[config.mk]
export PLATFORM = sky130hd
export DESIGN_NAME = sofa_core
export DESIGN_NICKNAME = d
export VERILOG_FILES = /design/src/logic/sofa_pkg.sv /design/src/logic/sofa_core.sv
export VERILOG_INCLUDE_DIRS = /design/src /design/src/logic
export SDC_FILE = /design/constraint.sdc
export NUM_CORES = 1
export LEC_CHECK = 0
export BUFFER_PORTS_ARGS = -buffer_cell sky130_fd_sc_hd__buf_2
export CAP_MARGIN = 10
export CORE_MARGIN = 2
export CORE_UTILIZATION = 40
export CTS_BUF_LIST = sky130_fd_sc_hd__clkbuf_2
export DETAILED_ROUTE_END_ITERATION = 8
export SLEW_MARGIN = 20
export SYNTH_ARGS = -nofsm -noshare
export SYNTH_HDL_FRONTEND = slang
export SYNTH_SLANG_ARGS = --single-unit
[constraint.sdc]
create_clock -name i_clk -period 3.75 [get_ports i_clk]
set_input_delay 0.375 -clock i_clk [delete_from_list [all_inputs] [get_ports i_clk]]
set_output_delay 0.375 -clock i_clk [all_outputs]
set_load 0.02 [all_outputs]
[src/logic/sofa_params.svh]
/*
  constants for the sensor offset, alert and addressing core.
  assumes inclusion by bare name from logic/ and a 50 MHz core clock.
*/
`ifndef SOFA_PARAMS_SVH
`define SOFA_PARAMS_SVH
// ******************************
// register indices
// ******************************
`define SOFA_REG_RESULT 8'h00
`define SOFA_REG_STATUS 8'h01
`define SOFA_REG_CFG1 8'h02
`define SOFA_REG_CFG2 8'h03
`define SOFA_REG_SHORT 8'h04
`define SOFA_REG_ALERT_LO 8'h05
`define SOFA_REG_ALERT_HI 8'h06
`define SOFA_REG_OFFSET 8'h07
`define SOFA_REG_IO_CFG 8'h08
`define SOFA_REG_IO_READ 8'h09
`define SOFA_REG_UID0 8'h0A
`define SOFA_REG_UID3 8'h0D
`define SOFA_REG_COMMIT 8'h0E
// ******************************
// field positions and values
// ******************************
`define SOFA_ST_LOW 0
`define SOFA_ST_HIGH 1
`define SOFA_CFG1_ALERT_MODE 0
`define SOFA_IO_ALERT_EN 4
`define SOFA_COMMIT_OFFSET 0
`define SOFA_COMMIT_SHORT 1
`define SOFA_COMMIT_MODE 2
`define SOFA_SEL_HOST 2'h0
`define SOFA_SEL_PINS 2'h1
`define SOFA_SEL_STRAP 2'h2
`define SOFA_SEL_BOTH 2'h3
`define SOFA_CRC_POLY_REFL 8'h8C
`define SOFA_CRC_SEED 8'h00
`define SOFA_STRAP_OPEN 4'hF
// upper bounds of strap codes 0..14, strap level in tenths of a kilohm
`define SOFA_STRAP_BOUNDS {10'h200, 10'h1C1, 10'h18E, 10'h161, 10'h13D, \
  10'h11C, 10'h0FC, 10'h0DD, 10'h0C0, 10'h0A6, 10'h090, 10'h07A, 10'h066, \
  10'h056, 10'h048}
// ******************************
// timing
// ******************************
`define SOFA_CLK_NS 20
`define SOFA_STRAP_IDLE_NS 1000000
`endif

[src/logic/sofa_pkg.sv]
/*
  types shared by the sensor offset, alert and addressing core.
  assumes sofa_params.svh is compiled with it.
*/
package sofa_pkg;
  // values kept in configuration storage
  typedef struct packed {
    logic combined;
    logic [7:0] short_addr;
    logic [15:0] offset;
  } sofa_nv_type;
  // strap and pin address sequencer
  typedef enum logic [2:0] {
    SOFA_IDLE, SOFA_WAIT_QUIET, SOFA_SAMPLE_STRAP, SOFA_SAMPLE_PINS, SOFA_UPDATE
  } sofa_seq_type;
endpackage

[src/logic/sofa_core.sv]
/*
  sensor core: offset, alert compare, unique and short addressing.
  assumes a register master on i_clk, conversion results on i_clk,
  external configuration storage, and asynchronous pins.
*/
// The register addresses and the strobed register port are this design's own decisions.
`include "sofa_params.svh"
`timescale 1ns/1ns
`default_nettype none
module sofa_core
  import sofa_pkg::*;
#(
  parameter logic [7:0] FAMILY_CODE = 8'h5A, // arbitrary value
  parameter logic [47:0] SERIAL = 48'h0123_4567_89AB, // arbitrary value
  parameter int STRAP_IDLE_CYCLES = `SOFA_STRAP_IDLE_NS / `SOFA_CLK_NS
) (
  input wire logic i_clk,
  input wire logic i_reset_n,
  input wire logic [7:0] i_addr,
  input wire logic [15:0] i_wdata,
  input wire logic i_wr,
  input wire logic i_rd,
  output logic [15:0] o_rdata,
  input wire logic i_conv_done,
  input wire logic [15:0] i_raw_temp,
  input wire logic i_shutdown,
  input wire sofa_nv_type i_nv_data,
  output sofa_nv_type o_nv_data,
  output logic o_nv_wr,
  input wire logic i_supply_powered,
  input wire logic i_bus_data_line,
  input wire logic [9:0] i_strap_level,
  input wire logic [3:0] i_general_purpose_pins,
  output logic [3:0] o_general_purpose_pins,
  output logic [3:0] o_general_purpose_pins_oe_n,
  output logic o_threshold_flag_pin,
  output logic o_threshold_flag_pin_oe_n,
  input wire logic i_uid_rewind,
  input wire logic i_uid_next,
  input wire logic i_uid_cmp_bit,
  output logic o_uid_bit,
  output logic o_uid_match
);
  // ******************************
  // elaboration checks
  // ******************************
  // refused while elaborating: a zero count would wrap the quiet limit to all ones and stall the wait
  if (STRAP_IDLE_CYCLES < 1) begin
    $error("strap idle count must be at least one cycle");
  end

  // ******************************
  // unique address
  // ******************************
  // reflected crc over the 56 low bits, lsb first from a zero seed
  function automatic logic [7:0] crc56(input logic [55:0] data);
    logic [7:0] crc;
    crc = `SOFA_CRC_SEED;
    for (int i = 0; i < 56; i++) begin
      if (crc[0] ^ data[i]) begin
        crc = (crc >> 1) ^ `SOFA_CRC_POLY_REFL;
      end else begin
        crc = crc >> 1;
      end
    end
    return crc;
  endfunction

  localparam logic [63:0] UID = {crc56({SERIAL, FAMILY_CODE}), SERIAL, FAMILY_CODE};
  localparam logic [149:0] BOUNDS = `SOFA_STRAP_BOUNDS;

  // ******************************
  // pin synchronisers
  // ******************************
  logic [5:0] sync1_q; // first stage, read only by second stage
  logic [5:0] sync2_q; // {bus line, supply, pins}
  // two flops on every asynchronous pin
  always_ff @(posedge i_clk or negedge i_reset_n) begin
    if (!i_reset_n) begin
      sync1_q <= 6'h00;
      sync2_q <= 6'h00;
    end else begin
      sync1_q <= {i_bus_data_line, i_supply_powered, i_general_purpose_pins};
      sync2_q <= sync1_q;
    end
  end
  logic [3:0] pins_s;
  logic supply_s;
  logic bus_s;
  assign pins_s = sync2_q[3:0];
  assign supply_s = sync2_q[4];
  assign bus_s = sync2_q[5];

  // ******************************
  // registers
  // ******************************
  logic [15:0] result_q; // reads zero before first conversion
  logic [1:0] flags_q; // {high, low}
  logic alert_mode_q; // 0 latched until read, 1 follows compare
  logic [1:0] sel_q; // short address source select
  logic [7:0] short_q;
  logic [15:0] lo_q;
  logic [15:0] hi_q;
  logic [15:0] offset_q;
  logic [4:0] io_cfg_q; // {alert enable, output dir[3:0]}
  logic [3:0] io_out_q; // output levels of general purpose pins
  logic loaded_q; // storage values taken after reset release
  logic wr_cfg2;
  logic wr_short;
  logic rd_status;
  assign wr_cfg2 = i_wr && (i_addr == `SOFA_REG_CFG2);
  assign wr_short = i_wr && (i_addr == `SOFA_REG_SHORT);
  assign rd_status = i_rd && (i_addr == `SOFA_REG_STATUS);

  logic signed [15:0] adj_temp;
  assign adj_temp = $signed(i_raw_temp) + $signed(offset_q);

  // conversion result register
  always_ff @(posedge i_clk or negedge i_reset_n) begin
    if (!i_reset_n) begin
      result_q <= 16'h0000;
    end else if (i_conv_done) begin
      result_q <= adj_temp;
    end
  end

  logic below;
  logic above;
  assign below = adj_temp < $signed(lo_q);
  assign above = adj_temp > $signed(hi_q);

  // clear by status read or by compare
  always_ff @(posedge i_clk or negedge i_reset_n) begin
    if (!i_reset_n) begin
      flags_q <= 2'h0;
    end else if (i_conv_done && alert_mode_q) begin
      // comparator mode: flags track the newest result
      flags_q <= {above, below};
    end else if (i_conv_done) begin
      // latched mode: a new event wins over a read that clears
      flags_q <= (rd_status ? 2'h0 : flags_q) | {above, below};
    end else if (rd_status && !alert_mode_q) begin
      flags_q <= 2'h0;
    end
  end

  // configuration and limit registers, with storage load after reset
  always_ff @(posedge i_clk or negedge i_reset_n) begin
    if (!i_reset_n) begin
      alert_mode_q <= 1'b0;
      lo_q <= 16'h8000;
      hi_q <= 16'h7FFF;
      io_cfg_q <= 5'h00;
      io_out_q <= 4'hF;
      offset_q <= 16'h0000;
      loaded_q <= 1'b0;
    end else begin
      loaded_q <= 1'b1;
      if (!loaded_q) begin
        offset_q <= i_nv_data.offset;
      end else if (i_wr && i_addr == `SOFA_REG_OFFSET) begin
        offset_q <= i_wdata;
      end
      if (i_wr && i_addr == `SOFA_REG_CFG1) begin
        alert_mode_q <= i_wdata[`SOFA_CFG1_ALERT_MODE];
      end
      if (i_wr && i_addr == `SOFA_REG_ALERT_LO) begin
        lo_q <= i_wdata;
      end
      if (i_wr && i_addr == `SOFA_REG_ALERT_HI) begin
        hi_q <= i_wdata;
      end
      if (i_wr && i_addr == `SOFA_REG_IO_CFG) begin
        io_cfg_q <= i_wdata[4:0];
        io_out_q <= i_wdata[11:8];
      end
    end
  end

  // ******************************
  // short address sequencer
  // ******************************
  sofa_seq_type seq_q;
  logic [31:0] quiet_q; // idle cycles seen on the bus in shutdown
  logic [3:0] strap_q; // decoded strap code
  logic [1:0] seq_sel_q; // mode that started the sequence
  logic [3:0] strap_code;

  // count bounds below level, open reads 1111b
  always_comb begin
    strap_code = 4'h0;
    for (int i = 0; i < 15; i++) begin
      if (i_strap_level > BOUNDS[i*10 +: 10]) begin
        strap_code = 4'(i + 1);
      end
    end
  end

  // pins in output mode latch as zero
  logic [3:0] pin_bits;
  assign pin_bits = pins_s & ~io_cfg_q[3:0];

  // sequencer: host-started strap modes wait for shutdown and a quiet bus
  always_ff @(posedge i_clk or negedge i_reset_n) begin
    if (!i_reset_n) begin
      seq_q <= SOFA_IDLE;
      quiet_q <= 32'h0000_0000;
      strap_q <= 4'h0;
      seq_sel_q <= `SOFA_SEL_HOST;
    end else begin
      case (seq_q)
        SOFA_IDLE: begin
          quiet_q <= 32'h0000_0000;
          if (!loaded_q && i_nv_data.combined) begin
            seq_sel_q <= `SOFA_SEL_BOTH;
            seq_q <= SOFA_SAMPLE_STRAP;
          // host holds 00b, then writes mode
          end else if (wr_cfg2 && sel_q == `SOFA_SEL_HOST
                       && i_wdata[1:0] != `SOFA_SEL_HOST) begin
            seq_sel_q <= i_wdata[1:0];
            if (i_wdata[1:0] == `SOFA_SEL_PINS) begin
              seq_q <= SOFA_SAMPLE_PINS;
            end else begin
              seq_q <= SOFA_WAIT_QUIET;
            end
          end
        end
        SOFA_WAIT_QUIET: begin
          // host keeps bus idle in shutdown
          if (!(i_shutdown && bus_s)) begin
            quiet_q <= 32'h0000_0000;
          end else if (quiet_q >= 32'(STRAP_IDLE_CYCLES - 1)) begin
            seq_q <= SOFA_SAMPLE_STRAP;
          end else begin
            quiet_q <= quiet_q + 32'h0000_0001;
          end
          // returning to 00b abandons the decode
          if (wr_cfg2 && i_wdata[1:0] == `SOFA_SEL_HOST) begin
            seq_q <= SOFA_IDLE;
          end
        end
        SOFA_SAMPLE_STRAP: begin
          strap_q <= strap_code;
          if (seq_sel_q == `SOFA_SEL_BOTH) begin
            seq_q <= SOFA_SAMPLE_PINS;
          end else begin
            seq_q <= SOFA_UPDATE;
          end
        end
        SOFA_SAMPLE_PINS: begin
          seq_q <= SOFA_IDLE;
        end
        SOFA_UPDATE: begin
          seq_q <= SOFA_IDLE;
        end
        default: begin
          seq_q <= SOFA_IDLE;
        end
      endcase
    end
  end

  // source select field, stored in configuration storage only as the combined flag
  always_ff @(posedge i_clk or negedge i_reset_n) begin
    if (!i_reset_n) begin
      sel_q <= `SOFA_SEL_HOST;
    end else if (!loaded_q && i_nv_data.combined) begin
      sel_q <= `SOFA_SEL_BOTH;
    end else if (wr_cfg2) begin
      sel_q <= i_wdata[1:0];
    end
  end

  // short address register
  always_ff @(posedge i_clk or negedge i_reset_n) begin
    if (!i_reset_n) begin
      short_q <= 8'h00;
    end else if (!loaded_q) begin
      // stored short address at power up
      short_q <= i_nv_data.short_addr;
    end else if (seq_q == SOFA_SAMPLE_PINS && seq_sel_q == `SOFA_SEL_PINS) begin
      short_q <= {short_q[7:4], pin_bits};
    end else if (seq_q == SOFA_SAMPLE_PINS) begin
      // strap low, pins one and zero above
      short_q <= {short_q[7:6], pin_bits[1:0], strap_q};
    end else if (seq_q == SOFA_UPDATE) begin
      short_q <= {short_q[7:4], strap_q};
    end else if (wr_short && sel_q == `SOFA_SEL_HOST) begin
      short_q <= i_wdata[7:0];
    end
  end

  // ******************************
  // storage commit
  // ******************************
  // commit offset, short address and combined flag, each on its own select bit
  always_ff @(posedge i_clk or negedge i_reset_n) begin
    if (!i_reset_n) begin
      o_nv_wr <= 1'b0;
      o_nv_data <= '0;
    end else begin
      o_nv_wr <= i_wr && (i_addr == `SOFA_REG_COMMIT) && (i_wdata[2:0] != 3'h0);
      if (i_wr && i_addr == `SOFA_REG_COMMIT) begin
        o_nv_data <= i_nv_data;
        if (i_wdata[`SOFA_COMMIT_OFFSET]) begin
          o_nv_data.offset <= offset_q;
        end
        if (i_wdata[`SOFA_COMMIT_SHORT]) begin
          o_nv_data.short_addr <= short_q;
        end
        if (i_wdata[`SOFA_COMMIT_MODE]) begin
          o_nv_data.combined <= (sel_q == `SOFA_SEL_BOTH);
        end
      end
    end
  end

  // ******************************
  // pins
  // ******************************
  // open drain: enable low only while pulling the pin low
  always_ff @(posedge i_clk or negedge i_reset_n) begin
    if (!i_reset_n) begin
      o_general_purpose_pins <= 4'h0;
      o_general_purpose_pins_oe_n <= 4'hF;
      o_threshold_flag_pin <= 1'b0;
      o_threshold_flag_pin_oe_n <= 1'b1;
    end else begin
      o_general_purpose_pins <= 4'h0;
      o_general_purpose_pins_oe_n <= ~(io_cfg_q[3:0] & ~io_out_q);
      o_threshold_flag_pin <= 1'b0;
      // alert pin low while a flag stands
      if (io_cfg_q[`SOFA_IO_ALERT_EN] && supply_s) begin
        o_threshold_flag_pin_oe_n <= ~(|flags_q);
        o_general_purpose_pins_oe_n[2] <= 1'b1;
      end else begin
        o_threshold_flag_pin_oe_n <= 1'b1;
      end
    end
  end

  // ******************************
  // unique address serial port
  // ******************************
  logic [5:0] uid_idx_q;
  // bit index climbs from bit 0
  always_ff @(posedge i_clk or negedge i_reset_n) begin
    if (!i_reset_n) begin
      uid_idx_q <= 6'h00;
      o_uid_match <= 1'b1;
    end else if (i_uid_rewind) begin
      uid_idx_q <= 6'h00;
      o_uid_match <= 1'b1;
    end else if (i_uid_next) begin
      uid_idx_q <= uid_idx_q + 6'h01;
      o_uid_match <= o_uid_match && (i_uid_cmp_bit == UID[uid_idx_q]);
    end
  end
  assign o_uid_bit = UID[uid_idx_q];

  // ******************************
  // register read
  // ******************************
  always_ff @(posedge i_clk or negedge i_reset_n) begin
    if (!i_reset_n) begin
      o_rdata <= 16'h0000;
    end else if (!i_rd) begin
      o_rdata <= 16'h0000;
    end else if (i_addr == `SOFA_REG_RESULT) begin
      o_rdata <= result_q;
    end else if (i_addr == `SOFA_REG_STATUS) begin
      o_rdata <= {14'h0000, flags_q};
    end else if (i_addr == `SOFA_REG_CFG1) begin
      o_rdata <= {15'h0000, alert_mode_q};
    end else if (i_addr == `SOFA_REG_CFG2) begin
      o_rdata <= {14'h0000, sel_q};
    end else if (i_addr == `SOFA_REG_SHORT) begin
      o_rdata <= {8'h00, short_q};
    end else if (i_addr == `SOFA_REG_ALERT_LO) begin
      o_rdata <= lo_q;
    end else if (i_addr == `SOFA_REG_ALERT_HI) begin
      o_rdata <= hi_q;
    end else if (i_addr == `SOFA_REG_OFFSET) begin
      o_rdata <= offset_q;
    end else if (i_addr == `SOFA_REG_IO_CFG) begin
      o_rdata <= {4'h0, io_out_q, 3'h0, io_cfg_q};
    end else if (i_addr == `SOFA_REG_IO_READ) begin
      o_rdata <= {12'h000, pins_s};
    end else if (i_addr >= `SOFA_REG_UID0 && i_addr <= `SOFA_REG_UID3) begin
      // low word of the unique address first
      o_rdata <= UID[16*(i_addr - `SOFA_REG_UID0) +: 16];
    end else begin
      o_rdata <= 16'h0000;
    end
  end
endmodule
`default_nettype wire

# Word level (Yosys, flattened, before mapping)
# Memory sizes are Yosys's and may differ from the RTL's.
# Index checks and enable logic that the tools add are counted.
word_totals:
  word_cells: 197
  reg_bits: 194
  romBits: 64
  memories: 1
  input_bits: 90
memory_table:
  columns: ["name", "depth", "word_bits", "read_ports", "rd_clocked_by_memory_dff", "write_ports", "line_no", "source"]
  rows:
  - ["(name not given)", 64, 1, 1, 0, 0, "sofa_core.sv:359", "assign o_uid_bit = UID[uid_idx_q];"]
op_classes:
  reduce_logical: 41
  shifts: 1
  add_sub_neg: 4
  eq_ne: 31
  bitwise: 7
  mux: 63
  magnitude_cmp: 21
ops:
  columns: ["op", "n"]
  rows:
  - ["$mux W16", 15]
  - ["$mux W32", 2]
  - ["$pmux W32 S2", 1]
  - ["$shiftx A64 B33 Y16 const A", 1]
  - ["$mux W4", 14]
  - ["$gt A10 B8 Y1 const B", 5]
  - ["$gt A10 B9 Y1 const B", 5]
  - ["$mux W8", 6]
  - ["$gt A10 B7 Y1 const B", 4]
  - ["$add A32 B1 Y32 const B", 1]
  - ["$eq A8 B3 Y1 const B", 4]
  - ["$ge A32 B16 Y1 const B", 1]
  - ["$eq A8 B4 Y1 const B", 3]
  - ["$logic_and A1 B1 Y1", 22]
  - ["$mux W2", 9]
  - ["$mux W3", 6]
  - ["$add A16 B16 Y16", 1]
  - ["$eq A8 B2 Y1 const B", 2]
  - ["$gt A16 B16 Y1", 1]
  - ["$lt A16 B16 Y1", 1]
  - ["$ne A3 B3 Y1 const B", 5]
  - ["$mux W6", 2]
  - ["$not A4 Y4", 3]
  - ["$gt A10 B10 Y1 const B", 1]
  - ["31 further kinds", 53]

# Logic depth before layout (Yosys ltp)
# Gate-level depths: netlist of the first run.
depth:
  ltp_word: 16
  mapped_depth: 16
  ltp_nobuf: 16

# Least setup slack after synthesis of the first run
# OpenSTA, ideal clock, no wires.
synth_path:
  kind: "register to register"
  startpoint: "reg offset_q[0]"
  endpoint: "reg flags_q[0]"
  required_time_ns: 3.667
  n_path_buf: 0
  synth_period_minus_slack_ns: 3.213
  arrival_time_ns: 3.130
  path_slack_ns: 0.537
  path_stages_with_launch: 14
  path_cell_list: "dfrtp_1 ha_1 fa_1 a21oi_1 o22ai_1 o41ai_1 a31oi_1 nor2_1 xnor2_1 ha_1 inv_1 o2111ai_1 or4_1 o21ai_0"
synth_between:
  elab_chain_len: 5
synth_lines:
  columns: ["element", "line_no", "source"]
  rows:
  - ["start: declaration", "sofa_core.sv:104", "logic [15:0] offset_q;"]
  - ["start signal: assignment", "sofa_core.sv:160", "offset_q <= i_nv_data.offset;"]
  - ["start signal: assignment", "sofa_core.sv:162", "offset_q <= i_wdata;"]
  - ["$add A16 B16 Y16 (*)", "sofa_core.sv:116", "assign adj_temp = $signed(i_raw_temp) + $signed(offset_q);"]
  - ["via adj_temp[14]", "sofa_core.sv:115", "logic signed [15:0] adj_temp;"]
  - ["$lt A16 B16 Y1 (*)", "sofa_core.sv:129", "assign below = adj_temp < $signed(lo_q);"]
  - ["$or A2 B2 Y2", "sofa_core.sv:141", "flags_q <= (rd_status ? 2'h0 : flags_q) | {above, below};"]
  - ["$mux W2", "sofa_core.sv:139", "end else if (i_conv_done) begin"]
  - ["$mux W2 (*)", "sofa_core.sv:136", "end else if (i_conv_done && alert_mode_q) begin"]
  - ["end signal: assignment", "sofa_core.sv:138", "flags_q <= {above, below};"]
  - ["end signal: assignment", "sofa_core.sv:141", null]
  - ["end: declaration", "sofa_core.sv:98", "logic [1:0] flags_q;"]
# The timed path passes the listed nets; every way through them passes the cells marked *.
# A chain may end at the register's enable or synchronous reset.

# Final worst setup path of the first run
layout_path:
  startpoint: "reg offset_q[5]"
  endpoint: "reg flags_q[0]"
# The elaborated chain is that of the path after synthesis.

==> results.json, run 1 <==
{
  "fin_nets": 1512,
  "postLayoutCoreUtil_pct": 48.5,
  "clock_skew_ns": 0.0792,
  "r2r_cells": 13,
  "synth-seq-cells": 194,
  "clock_path_buffers": 2,
  "grt_pass1_wl_microns": 52600,
  "ios": 144,
  "layout-drive-gt1-share_pct": 20.5,
  "clock-sinks": 194,
  "tightestPinTransition_ns": 0.820,
  "min_period_ns": 3.51,
  "dieArea_sq_um": 28900,
  "p_comb_share_pct": 27.6,
  "seq_power_share_pct": 50.3,
  "fmax_ghz": 0.285,
  "netSwitchingFraction_pct": 35.8,
  "post_dp_cell_area_sq_um": 12100,
  "final_area_sq_um": 13100,
  "status": "completed",
  "clkTransAtPathRegs_ns": 0.34,
  "place_ws_ns": 0.0636,
  "die_y_microns": 170,
  "ir_worst_vdd_mv": 0.220,
  "fin_cells": 1723,
  "power_density_nw_per_um2": 373,
  "layout_common_cells": "168 x dfrtp_1, 137 x buf_2, 127 x nand2_1",
  "gp_congestion": 0.958,
  "firstDrtPassIters": 5,
  "yosysSeqAreaShare_pct": 44.4,
  "internal-power_mw": 3.14,
  "slowest_delay_ns": 0.52,
  "leakage_nw": 6.06,
  "drv_cap": 0,
  "start_util_pct": 40.7,
  "layout_commonest_cell": "dfrtp_1",
  "yosysUniqueCellTypes": 79,
  "drc": 0,
  "ant_nets": 0,
  "coreArea_sq_um": 27000,
  "crit_cells": 13,
  "crit_arrival_ns": 4.30,
  "cts_root_buffer": "clkbuf_2",
  "dp_cells": 1615,
  "yosys_warnings": 0,
  "setup_viol": 0,
  "async_flop_share_pct": 100,
  "syn_area_per_cell_sq_um": 9.34,
  "critPathBufInv": 1,
  "cts_tree": "yes",
  "cts_max_level": 4,
  "critPathKind": "register to register",
  "wl_per_cell_microns": 19.6,
  "vias_per_cell": 5.53,
  "end_kind": "register",
  "dp_hpwl_microns": 24500,
  "num_rows": 60,
  "vias": 9521,
  "hold_viol_final": 0,
  "maxSlewHeadroom_pct": 45.4,
  "grt_max_degree": 93,
  "cts_made_buffers": 17,
  "portBuffers": 138,
  "setup_ws_ns": 0.244,
  "overflow": 0,
  "fin_crit_sh_pct": 93.5,
  "path_cells": "ha_1, o21a_1, o211ai_1, a31oi_2, o41ai_2, buf_4, o21ai_0, xor2_1, ha_1, a21oi_1, o2111ai_1, or4_1, o21ai_0",
  "cp_slowest_cell": "or4_1",
  "synth_ff_type": "dfrtp_1",
  "power.switching_mw": 1.75,
  "fp.dieW_microns": 170,
  "syn_area_sq_um": 11000,
  "p_clk_share_pct": 22.1,
  "clkLatencyLatePin_ns": 0.85,
  "drt_iter0_drc": 788,
  "whs_ns": 0.0771,
  "cpLargestDelayFamily": "compound AO/OA/AOI/OAI gates",
  "finalMaxSlewViolations": 0,
  "antenna_found_initial": 2,
  "grt_pass1_vias": 9306,
  "routed_wl_microns": 33800,
  "worstPathMaxFanout": 5,
  "synth-edff-count": 0,
  "cp-start-kind": "register",
  "crit_required_ns": 4.54,
  "syn2layout_area_growth_pct": 19.0,
  "hold_class": "input port to async pin",
  "netlist_instances": 1179,
  "grt_usage_pct": 23.8
}
## final cells by class
class                           instances  area [sq um]
Antenna cell                            1          2.50
Clock buffer                           18          90.1
Clock inverter                         13           140
Fill cell                            2566         13900
Inverter                               47           176
Multi-Input combinational cell        866          5700
Sequential cell                       194          4890
Tap cell                              341           427
Timing Repair Buffer                  243          1690
## state kept, by name, summed over array words and instances, names as in the netlist, 8 cells and up
name       count
o_rdata       16
lo_q          16
offset_q      16
quiet_q       32
hi_q          16
short_q        8
result_q      16
o_nv_data     25
## worst paths after layout
kind,startpoint,to,slack (ns)
setup / recovery,offset_q[5]$_DFFE_PN0P_,flags_q[0]$_DFFE_PN0P_,0.24
hold / removal,i_reset_n,offset_q[15]$_DFFE_PN0P_,0.08
setup reg to reg,offset_q[5]$_DFFE_PN0P_,flags_q[0]$_DFFE_PN0P_,0.24
hold reg to reg,sync1_q[0]$_DFF_PN0_,sync2_q[0]$_DFF_PN0_,0.37
max in group asynchronous,i_reset_n,sync1_q[3]$_DFF_PN0_,2.69
min in group i_clk,i_raw_temp[1],result_q[1]$_DFFE_PN0P_,0.11
## cells in the mapped netlist (all sizes together), types with 6 or more instances
master  instances  share of area (%)
and2            8               0.45
o211ai          8               0.55
dfrtp         168                 38
nor2b          30                1.7
inv            46                1.6
nor4           10               0.62
xor2            8               0.64
a31oi           9               0.51
nand3          13               0.59
mux2i          66                6.0
dfstp          26                6.2
o21ai         127                5.8
a211oi          7               0.48
a21o            8               0.55
nand2         128                4.4
a221oi          7               0.56
xnor2          12               0.95
nand2b         14               0.80
nor2           89                3.1
and3           15               0.85
a21oi          89                4.1
clkbuf         54                1.8
o21a            6               0.41
o22ai           8               0.45
ha             52                5.9
nand4          10               0.57
or3             7               0.44
a21boi          6               0.41
nor3           20               0.91
buf            22                1.1
mux2           30                3.1
## layer usage
layer / track usage (%) / share of wire, %
met2: 40.7 / 49
met1: 30.8 / 43
met3: 4.23 / 4.9
met5: 0 / 0.038
met4: 7.28 / 2.6
## per-stage QoR
step                      setup TNS [ns]  power [mW]
after floorplan                        0        3.27
after global placement                 0        3.71
after detailed placement               0        3.72
after CTS                              0        4.90
after global routing            -0.00358        5.18
final                                  0        4.88
## cells by family (layout without fill, tap and decap cells)
kind of cell	count (synthesis)	after routing	share of synthesized area, %
other	2	7	0.0682
and+or+nand+nor	365	365	16.1
adders and majority gates	53	53	6.09
xor gates and xnor gates	20	20	1.59
buffers and inverters	123	321	4.53
AOI/OAI and AO/OA	323	323	17.5
DFF	194	194	44.4
muxes	99	99	9.68
## worst reg2reg max path, stage by stage (launching register included)
cell and delay [ns]:
dfrtp_1 0.51, ha_1 0.38, o21a_1 0.19, o211ai_1 0.23, a31oi_2 0.09, o41ai_2 0.24
buf_4 0.19, o21ai_0 0.11, xor2_1 0.27, ha_1 0.29, a21oi_1 0.15, o2111ai_1 0.15
or4_1 0.52, o21ai_0 0.15
## power groups by stage
stage          logic (mW)  registers (mW)  clock network (mW)
2_1_floorplan       0.833            2.44                   0
3_3_place_gp         1.22            2.48                   0
3_5_place_dp         1.24            2.49                   0
4_1_cts              1.32            2.45                1.13
5_1_grt              1.49            2.48                1.21
6_report             1.35            2.46                1.08
## what timing repair did
| action | in CTS | in global routing |
|---|---|---|
| endpoints found under the setup margin | 0 | 2 |
| endpoints found under the hold margin | 218 | 0 |
| setup buffers | 0 | 2 |
| gates resized for setup | 0 | 12 |
| hold buffers | 74 | 0 |
Power figures use the tool's default switching activity.
==> inputs of run 2 (changes only) <==
--- a/config.mk
+++ b/config.mk
@@ -8,10 +8,13 @@
 export LEC_CHECK = 0
 export BUFFER_PORTS_ARGS = -buffer_cell sky130_fd_sc_hd__buf_2
 export CAP_MARGIN = 10
+export CELL_PAD_IN_SITES_DETAIL_PLACEMENT = 1
+export CELL_PAD_IN_SITES_GLOBAL_PLACEMENT = 1
 export CORE_MARGIN = 2
 export CORE_UTILIZATION = 40
 export CTS_BUF_LIST = sky130_fd_sc_hd__clkbuf_2
 export DETAILED_ROUTE_END_ITERATION = 8
+export PLACE_DENSITY_LB_ADDON = 0.1
 export SLEW_MARGIN = 20
 export SYNTH_ARGS = -nofsm -noshare
 export SYNTH_HDL_FRONTEND = slang
==> results.json, run 2 (synthesis results as in run 1) <==
{
  "status": "completed",
  "routed_wl_microns": 36300,
  "netSwitchingFraction_pct": 36.9,
  "fp.dieW_microns": 170,
  "finalMaxSlewViolations": 0,
  "fin_crit_sh_pct": 95.6,
  "r2r_cells": 14,
  "hold_depth": 5,
  "final_area_sq_um": 13100,
  "largest-register": "quiet_q",
  "layout-drive-gt1-share_pct": 20.6,
  "min_period_ns": 3.58,
  "ir_worst_vdd_mv": 0.214,
  "leakage_nw": 6.07,
  "firstDrtPassIters": 5,
  "seq_power_share_pct": 49.5,
  "grt_usage_pct": 25.6,
  "vias": 9711,
  "critPathKind": "register to register",
  "cp-start-kind": "register",
  "clock_path_buffers": 2,
  "clock-sinks": 194,
  "start_util_pct": 40.7,
  "fin_nets": 1511,
  "fmax_ghz": 0.279,
  "clkTransAtPathRegs_ns": 0.34,
  "crit_arrival_ns": 4.33,
  "fin_cells": 1724,
  "cpMostUsedCell": "ha_1",
  "slowest_delay_ns": 0.48,
  "path_cells": "ha_1, fa_2, a21oi_2, o22ai_2, o41ai_2, buf_4, a31oi_1, nor2_1, xnor2_2, ha_1, inv_1, o2111ai_2, or4_1, o21ai_0",
  "post_dp_cell_area_sq_um": 12000,
  "dp_hpwl_microns": 26400,
  "crit_required_ns": 4.50,
  "layout_common_cells": "167 x dfrtp_1, 137 x buf_2, 127 x nand2_1",
  "cp_slowest_cell": "dfrtp_1",
  "p_clk_share_pct": 23.0,
  "worstPathMaxFanout": 4,
  "clkLatencyLatePin_ns": 0.81,
  "power_density_nw_per_um2": 379,
  "whs_ns": 0.0620,
  "dp_cells": 1611,
  "hold_viol_final": 0,
  "vias_per_cell": 5.63,
  "cts_root_buffer": "clkbuf_2",
  "drt_iter0_drc": 651,
  "crit_cells": 14,
  "coreArea_sq_um": 27000,
  "hold_class": "input port to register",
  "finalSetupTns_ns": 0,
  "tightestPinTransition_ns": 0.891,
  "gp_congestion": 0.867,
  "ios": 144,
  "maxSlewHeadroom_pct": 40.5,
  "wl_per_cell_microns": 21.1,
  "cpLargestDelayFamily": "compound AO/OA/AOI/OAI gates",
  "power.switching_mw": 1.84,
  "portBuffers": 138,
  "largest_reg_flops": 32,
  "num_rows": 60,
  "syn2layout_area_growth_pct": 19.4,
  "end_kind": "register",
  "die_y_microns": 170,
  "p_total_mw": 4.99,
  "internal-power_mw": 3.14,
  "clock_skew_ns": 0.0420,
  "critPathBufInv": 2,
  "cts_tree": "yes",
  "dieArea_sq_um": 28900,
  "grt_pass1_vias": 9852,
  "drv_cap": 0,
  "setup_viol": 0,
  "cts_made_buffers": 17,
  "antenna_found_initial": 1,
  "drc": 0,
  "overflow": 0,
  "cts_max_level": 4,
  "grt_max_degree": 86,
  "p_comb_share_pct": 27.5,
  "grt_pass1_wl_microns": 56900,
  "largestRegisters": "quiet_q: 32 flops, o_nv_data: 25 flops",
  "layout_commonest_cell": "dfrtp_1",
  "ant_nets": 0
}
==> run 2: changes by cell type in the layout (fill, tap and decap cells not counted), moves of 2 or more <==
cell      before  now
clkinv_8       0    2
xnor2_1       11    9
inv_8          3    5
inv_6          5    2
buf_4         30   28
xnor2_2        1    3
==> run 2: power by group through the flow <==
stage          Combinational, mW  Sequential (mW)  Clock (mW)
3_5_place_dp                1.25             2.50           0
3_3_place_gp                1.22             2.49           0
2_1_floorplan              0.833             2.44           0
6_report                    1.37             2.47        1.15
5_1_grt                     1.52             2.50        1.25
4_1_cts                     1.33             2.47        1.18
==> run 2: tightest hold or removal path, cell delays in order <==
cell and delay [ns]:
buf_2 0.16, inv_1 0.07, a21oi_1 0.05, nor2_1 0.14
o21ai_0 0.09
==> run 2: stage by stage <==
step	setup WS (ns)	utilization [%]
floorplan	0.537	-
global placement	0.0628	44.5
detailed placement	0.0258	44.5
CTS	0.0457	48.3
global route	-0.0293	48.6
finish	0.167	48.6
==> run 2: repair_timing <==
item                                    CTS  global route
resized for setup                         0            14
setup buffers                             0             4
hold endpoints to repair                191             0
endpoints found under the setup margin    0             2
hold buffers                             75             0
==> run 2: worst paths after layout <==
kind | from | end | slack (ns)
setup / recovery | offset_q[0]$_DFFE_PN0P_ | flags_q[0]$_DFFE_PN0P_ | 0.17
hold / removal | i_strap_level[5] | strap_q[3]$_DFFE_PN0P_ | 0.06
setup reg to reg | offset_q[0]$_DFFE_PN0P_ | flags_q[0]$_DFFE_PN0P_ | 0.17
hold reg to reg | sync1_q[0]$_DFF_PN0_ | sync2_q[0]$_DFF_PN0_ | 0.39
max in group asynchronous | i_reset_n | hi_q[7]$_DFFE_PN1P_ | 2.63
min in group asynchronous | i_reset_n | loaded_q$_DFF_PN0_ | 0.08
==> run 2: area by class of cell <==
| cell class | instances | area [sq um] |
|---|---|---|
| Fill cell | 3194 | 13900 |
| Multi-Input combinational cell | 866 | 5710 |
| Sequential cell | 194 | 4890 |
| Timing Repair Buffer | 242 | 1680 |
| Tap cell | 341 | 427 |
| Inverter | 47 | 176 |
| Clock inverter | 15 | 173 |
| Clock buffer | 17 | 85.1 |
| Antenna cell | 2 | 5.00 |
==> run 2: routing by layer <==
layer	wire length [microns]	vias up	global-route usage, %
met5	0	-	0
met4	372	0	4.83
met3	1650	29	3.77
met2	15600	246	38.0
met1	18700	4878	39.8
li1	-	4558	-
==> inputs of run 3 (changes only) <==
--- a/config.mk
+++ b/config.mk
@@ -10,11 +10,12 @@
 export CAP_MARGIN = 10
 export CELL_PAD_IN_SITES_DETAIL_PLACEMENT = 1
 export CELL_PAD_IN_SITES_GLOBAL_PLACEMENT = 1
-export CORE_MARGIN = 2
+export CORE_MARGIN = 8
 export CORE_UTILIZATION = 40
 export CTS_BUF_LIST = sky130_fd_sc_hd__clkbuf_2
 export DETAILED_ROUTE_END_ITERATION = 8
 export PLACE_DENSITY_LB_ADDON = 0.1
+export RECOVER_POWER = 50
 export SLEW_MARGIN = 20
 export SYNTH_ARGS = -nofsm -noshare
 export SYNTH_HDL_FRONTEND = slang
==> constraint.sdc (replaced) <==
create_clock -name i_clk -period 3.75 [get_ports i_clk]
set_input_delay 0.5625 -clock i_clk [delete_from_list [all_inputs] [get_ports i_clk]]
set_output_delay 0.5625 -clock i_clk [all_outputs]
set_load 0.02 [all_outputs]
==> results.json, run 3 (synthesis results as in run 1) <==
{
  "cp_slowest_cell": "or4_1",
  "vias": 9678,
  "fp.dieW_microns": 182,
  "fin_nets": 1489,
  "status": "finished, violations left",
  "layout-drive-gt1-share_pct": 20.3,
  "tightestPinTransition_ns": 1.95,
  "setup_ws_ns": 0.225,
  "grt_usage_pct": 22.1,
  "cpLargestDelayFamily": "compound AO/OA/AOI/OAI gates",
  "hold_viol_final": 0,
  "drc": 0,
  "p_total_mw": 4.97,
  "critPathKind": "register to register",
  "leakage_nw": 5.97,
  "coreArea_sq_um": 27000,
  "crit_required_ns": 4.48,
  "cp-start-kind": "register",
  "grt_max_degree": 81,
  "gp_congestion": 0.875,
  "clock_path_buffers": 2,
  "vias_per_cell": 5.69,
  "nFillCells": 3151,
  "largest-register": "quiet_q",
  "die_y_microns": 182,
  "violations": "capacitance limit, slew limit",
  "whs_ns": 0.0988,
  "ir_worst_vdd_mv": 0.209,
  "start_util_pct": 40.7,
  "maxSlewHeadroom_pct": -30.3,
  "setup_viol": 0,
  "crit_arrival_ns": 4.25,
  "grt_pass1_vias": 10034,
  "layout_common_cells": "167 x dfrtp_1, 137 x buf_2, 127 x nand2_1",
  "largestRegisters": "quiet_q: 32 flops, o_nv_data: 25 flops",
  "cts_root_buffer": "clkbuf_2",
  "cts_made_buffers": 17,
  "fin_crit_sh_pct": 94.0,
  "postLayoutCoreUtil_pct": 47.6,
  "slowest_delay_ns": 0.50,
  "worstPathMaxFanout": 3,
  "cts_tree": "yes",
  "power_density_nw_per_um2": 387,
  "ios": 144,
  "largest_reg_flops": 32,
  "routed_wl_microns": 36400,
  "fmax_ghz": 0.284,
  "min_period_ns": 3.52,
  "end_kind": "register",
  "place_ws_ns": -0.132,
  "portBuffers": 138,
  "path_cells": "ha_1, fa_1, a21oi_2, o22ai_2, o41ai_2, buf_4, a31oi_1, nor2_1, xnor2_2, ha_1, inv_1, o2111ai_1, or4_1, o21ai_0",
  "firstDrtPassIters": 5,
  "cpMostUsedCell": "ha_1",
  "drv_cap": 2,
  "overflow": 0,
  "rsz0062_at_grt": "false",
  "layout_commonest_cell": "dfrtp_1",
  "ant_nets": 0,
  "grt_pass1_wl_microns": 57700,
  "syn2layout_area_growth_pct": 16.8,
  "dieArea_sq_um": 33100,
  "dp_hpwl_microns": 27000,
  "hold_class": "input port to register",
  "drt_iter0_drc": 589,
  "clock_skew_ns": 0.0542,
  "finalMaxSlewViolations": 81,
  "clkLatencyLatePin_ns": 0.81,
  "num_rows": 60,
  "finalSetupTns_ns": 0,
  "antenna_found_initial": 2,
  "critPathBufInv": 2,
  "cts_max_level": 4,
  "wl_per_cell_microns": 21.4,
  "clock-sinks": 194,
  "clkTransAtPathRegs_ns": 0.35
}
## run 3: changes by cell type in the layout (fill, tap and decap cells not counted), moves of 2 or more
cell / previous run / this run
clkbuf_1: 0 / 3
clkbuf_2: 17 / 19
inv_6: 2 / 5
a21oi_1: 85 / 87
clkinv_8: 2 / 4
inv_8: 5 / 3
dfstp_1: 0 / 4
dlygate4sd3_1: 75 / 49
dfstp_2: 26 / 22
a21oi_2: 4 / 2
## run 3: final timing paths
check / endpoint / cells past startpoint / slack (ns) / start
worst max-delay path: flags_q[0]$_DFFE_PN0P_ / 14 / 0.23 / offset_q[0]$_DFFE_PN0P_
worst min-delay path: uid_idx_q[1]$_DFFE_PN0P_ / 3 / 0.1 / i_uid_next
worst max register to register: flags_q[0]$_DFFE_PN0P_ / 14 / 0.23 / offset_q[0]$_DFFE_PN0P_
worst min register to register: sync2_q[5]$_DFF_PN0_ / 0 / 0.39 / sync1_q[5]$_DFF_PN0_
max in group asynchronous: offset_q[1]$_DFFE_PN0P_ / 3 / 0.73 / i_reset_n
min in group asynchronous: strap_q[0]$_DFFE_PN0P_ / 2 / 0.79 / i_reset_n
## run 3: metrics by stage
| step | instances | area, sq um |
|---|---|---|
| 6_report | 1701 | 12900 |
| 5_1_grt | 1701 | 12900 |
| 4_1_cts | 1698 | 12800 |
| 3_5_place_dp | 1617 | 12100 |
| 3_3_place_gp | 1617 | 12100 |
| 2_1_floorplan | 1183 | 11000 |
## run 3: per-layer routing
metal / track usage [%] / up-vias / routed length, microns
met5: 0 / - / 12
met4: 5.12 / 2 / 537
met3: 4.05 / 40 / 1760
met2: 31.9 / 255 / 15300
met1: 33.3 / 4869 / 18800
li1: - / 4512 / -
## run 3: final cells by class
type	instances	area, sq um	area share (%)
timing repair buffer	220	1420	11.0
clock buffer	17	85.1	0.661
antenna	1	2.50	0.0195
inverter	47	176	1.37
multi-input combinational	866	5680	44.2
sequential	194	4890	38.0
tap	341	427	3.32
clock inverter	15	189	1.47
## run 3: worst min-delay path, stage by stage
cell,delay [ns]
buf_2,0.15
mux2i_1,0.10
nor2_1,0.09
## run 3: report_power, final
part	internal (mW)	total [mW]	switching [mW]
clock	0.294	1.17	0.880
sequential	2.30	2.48	0.181
combinational	0.540	1.32	0.783
## run 3: what timing repair did
action	4_1_cts	5_1_grt
setup buffers	0	2
setup endpoints to repair	0	2
gates resized for setup	0	7
hold buffers	49	0
endpoints found under the hold margin	135	0
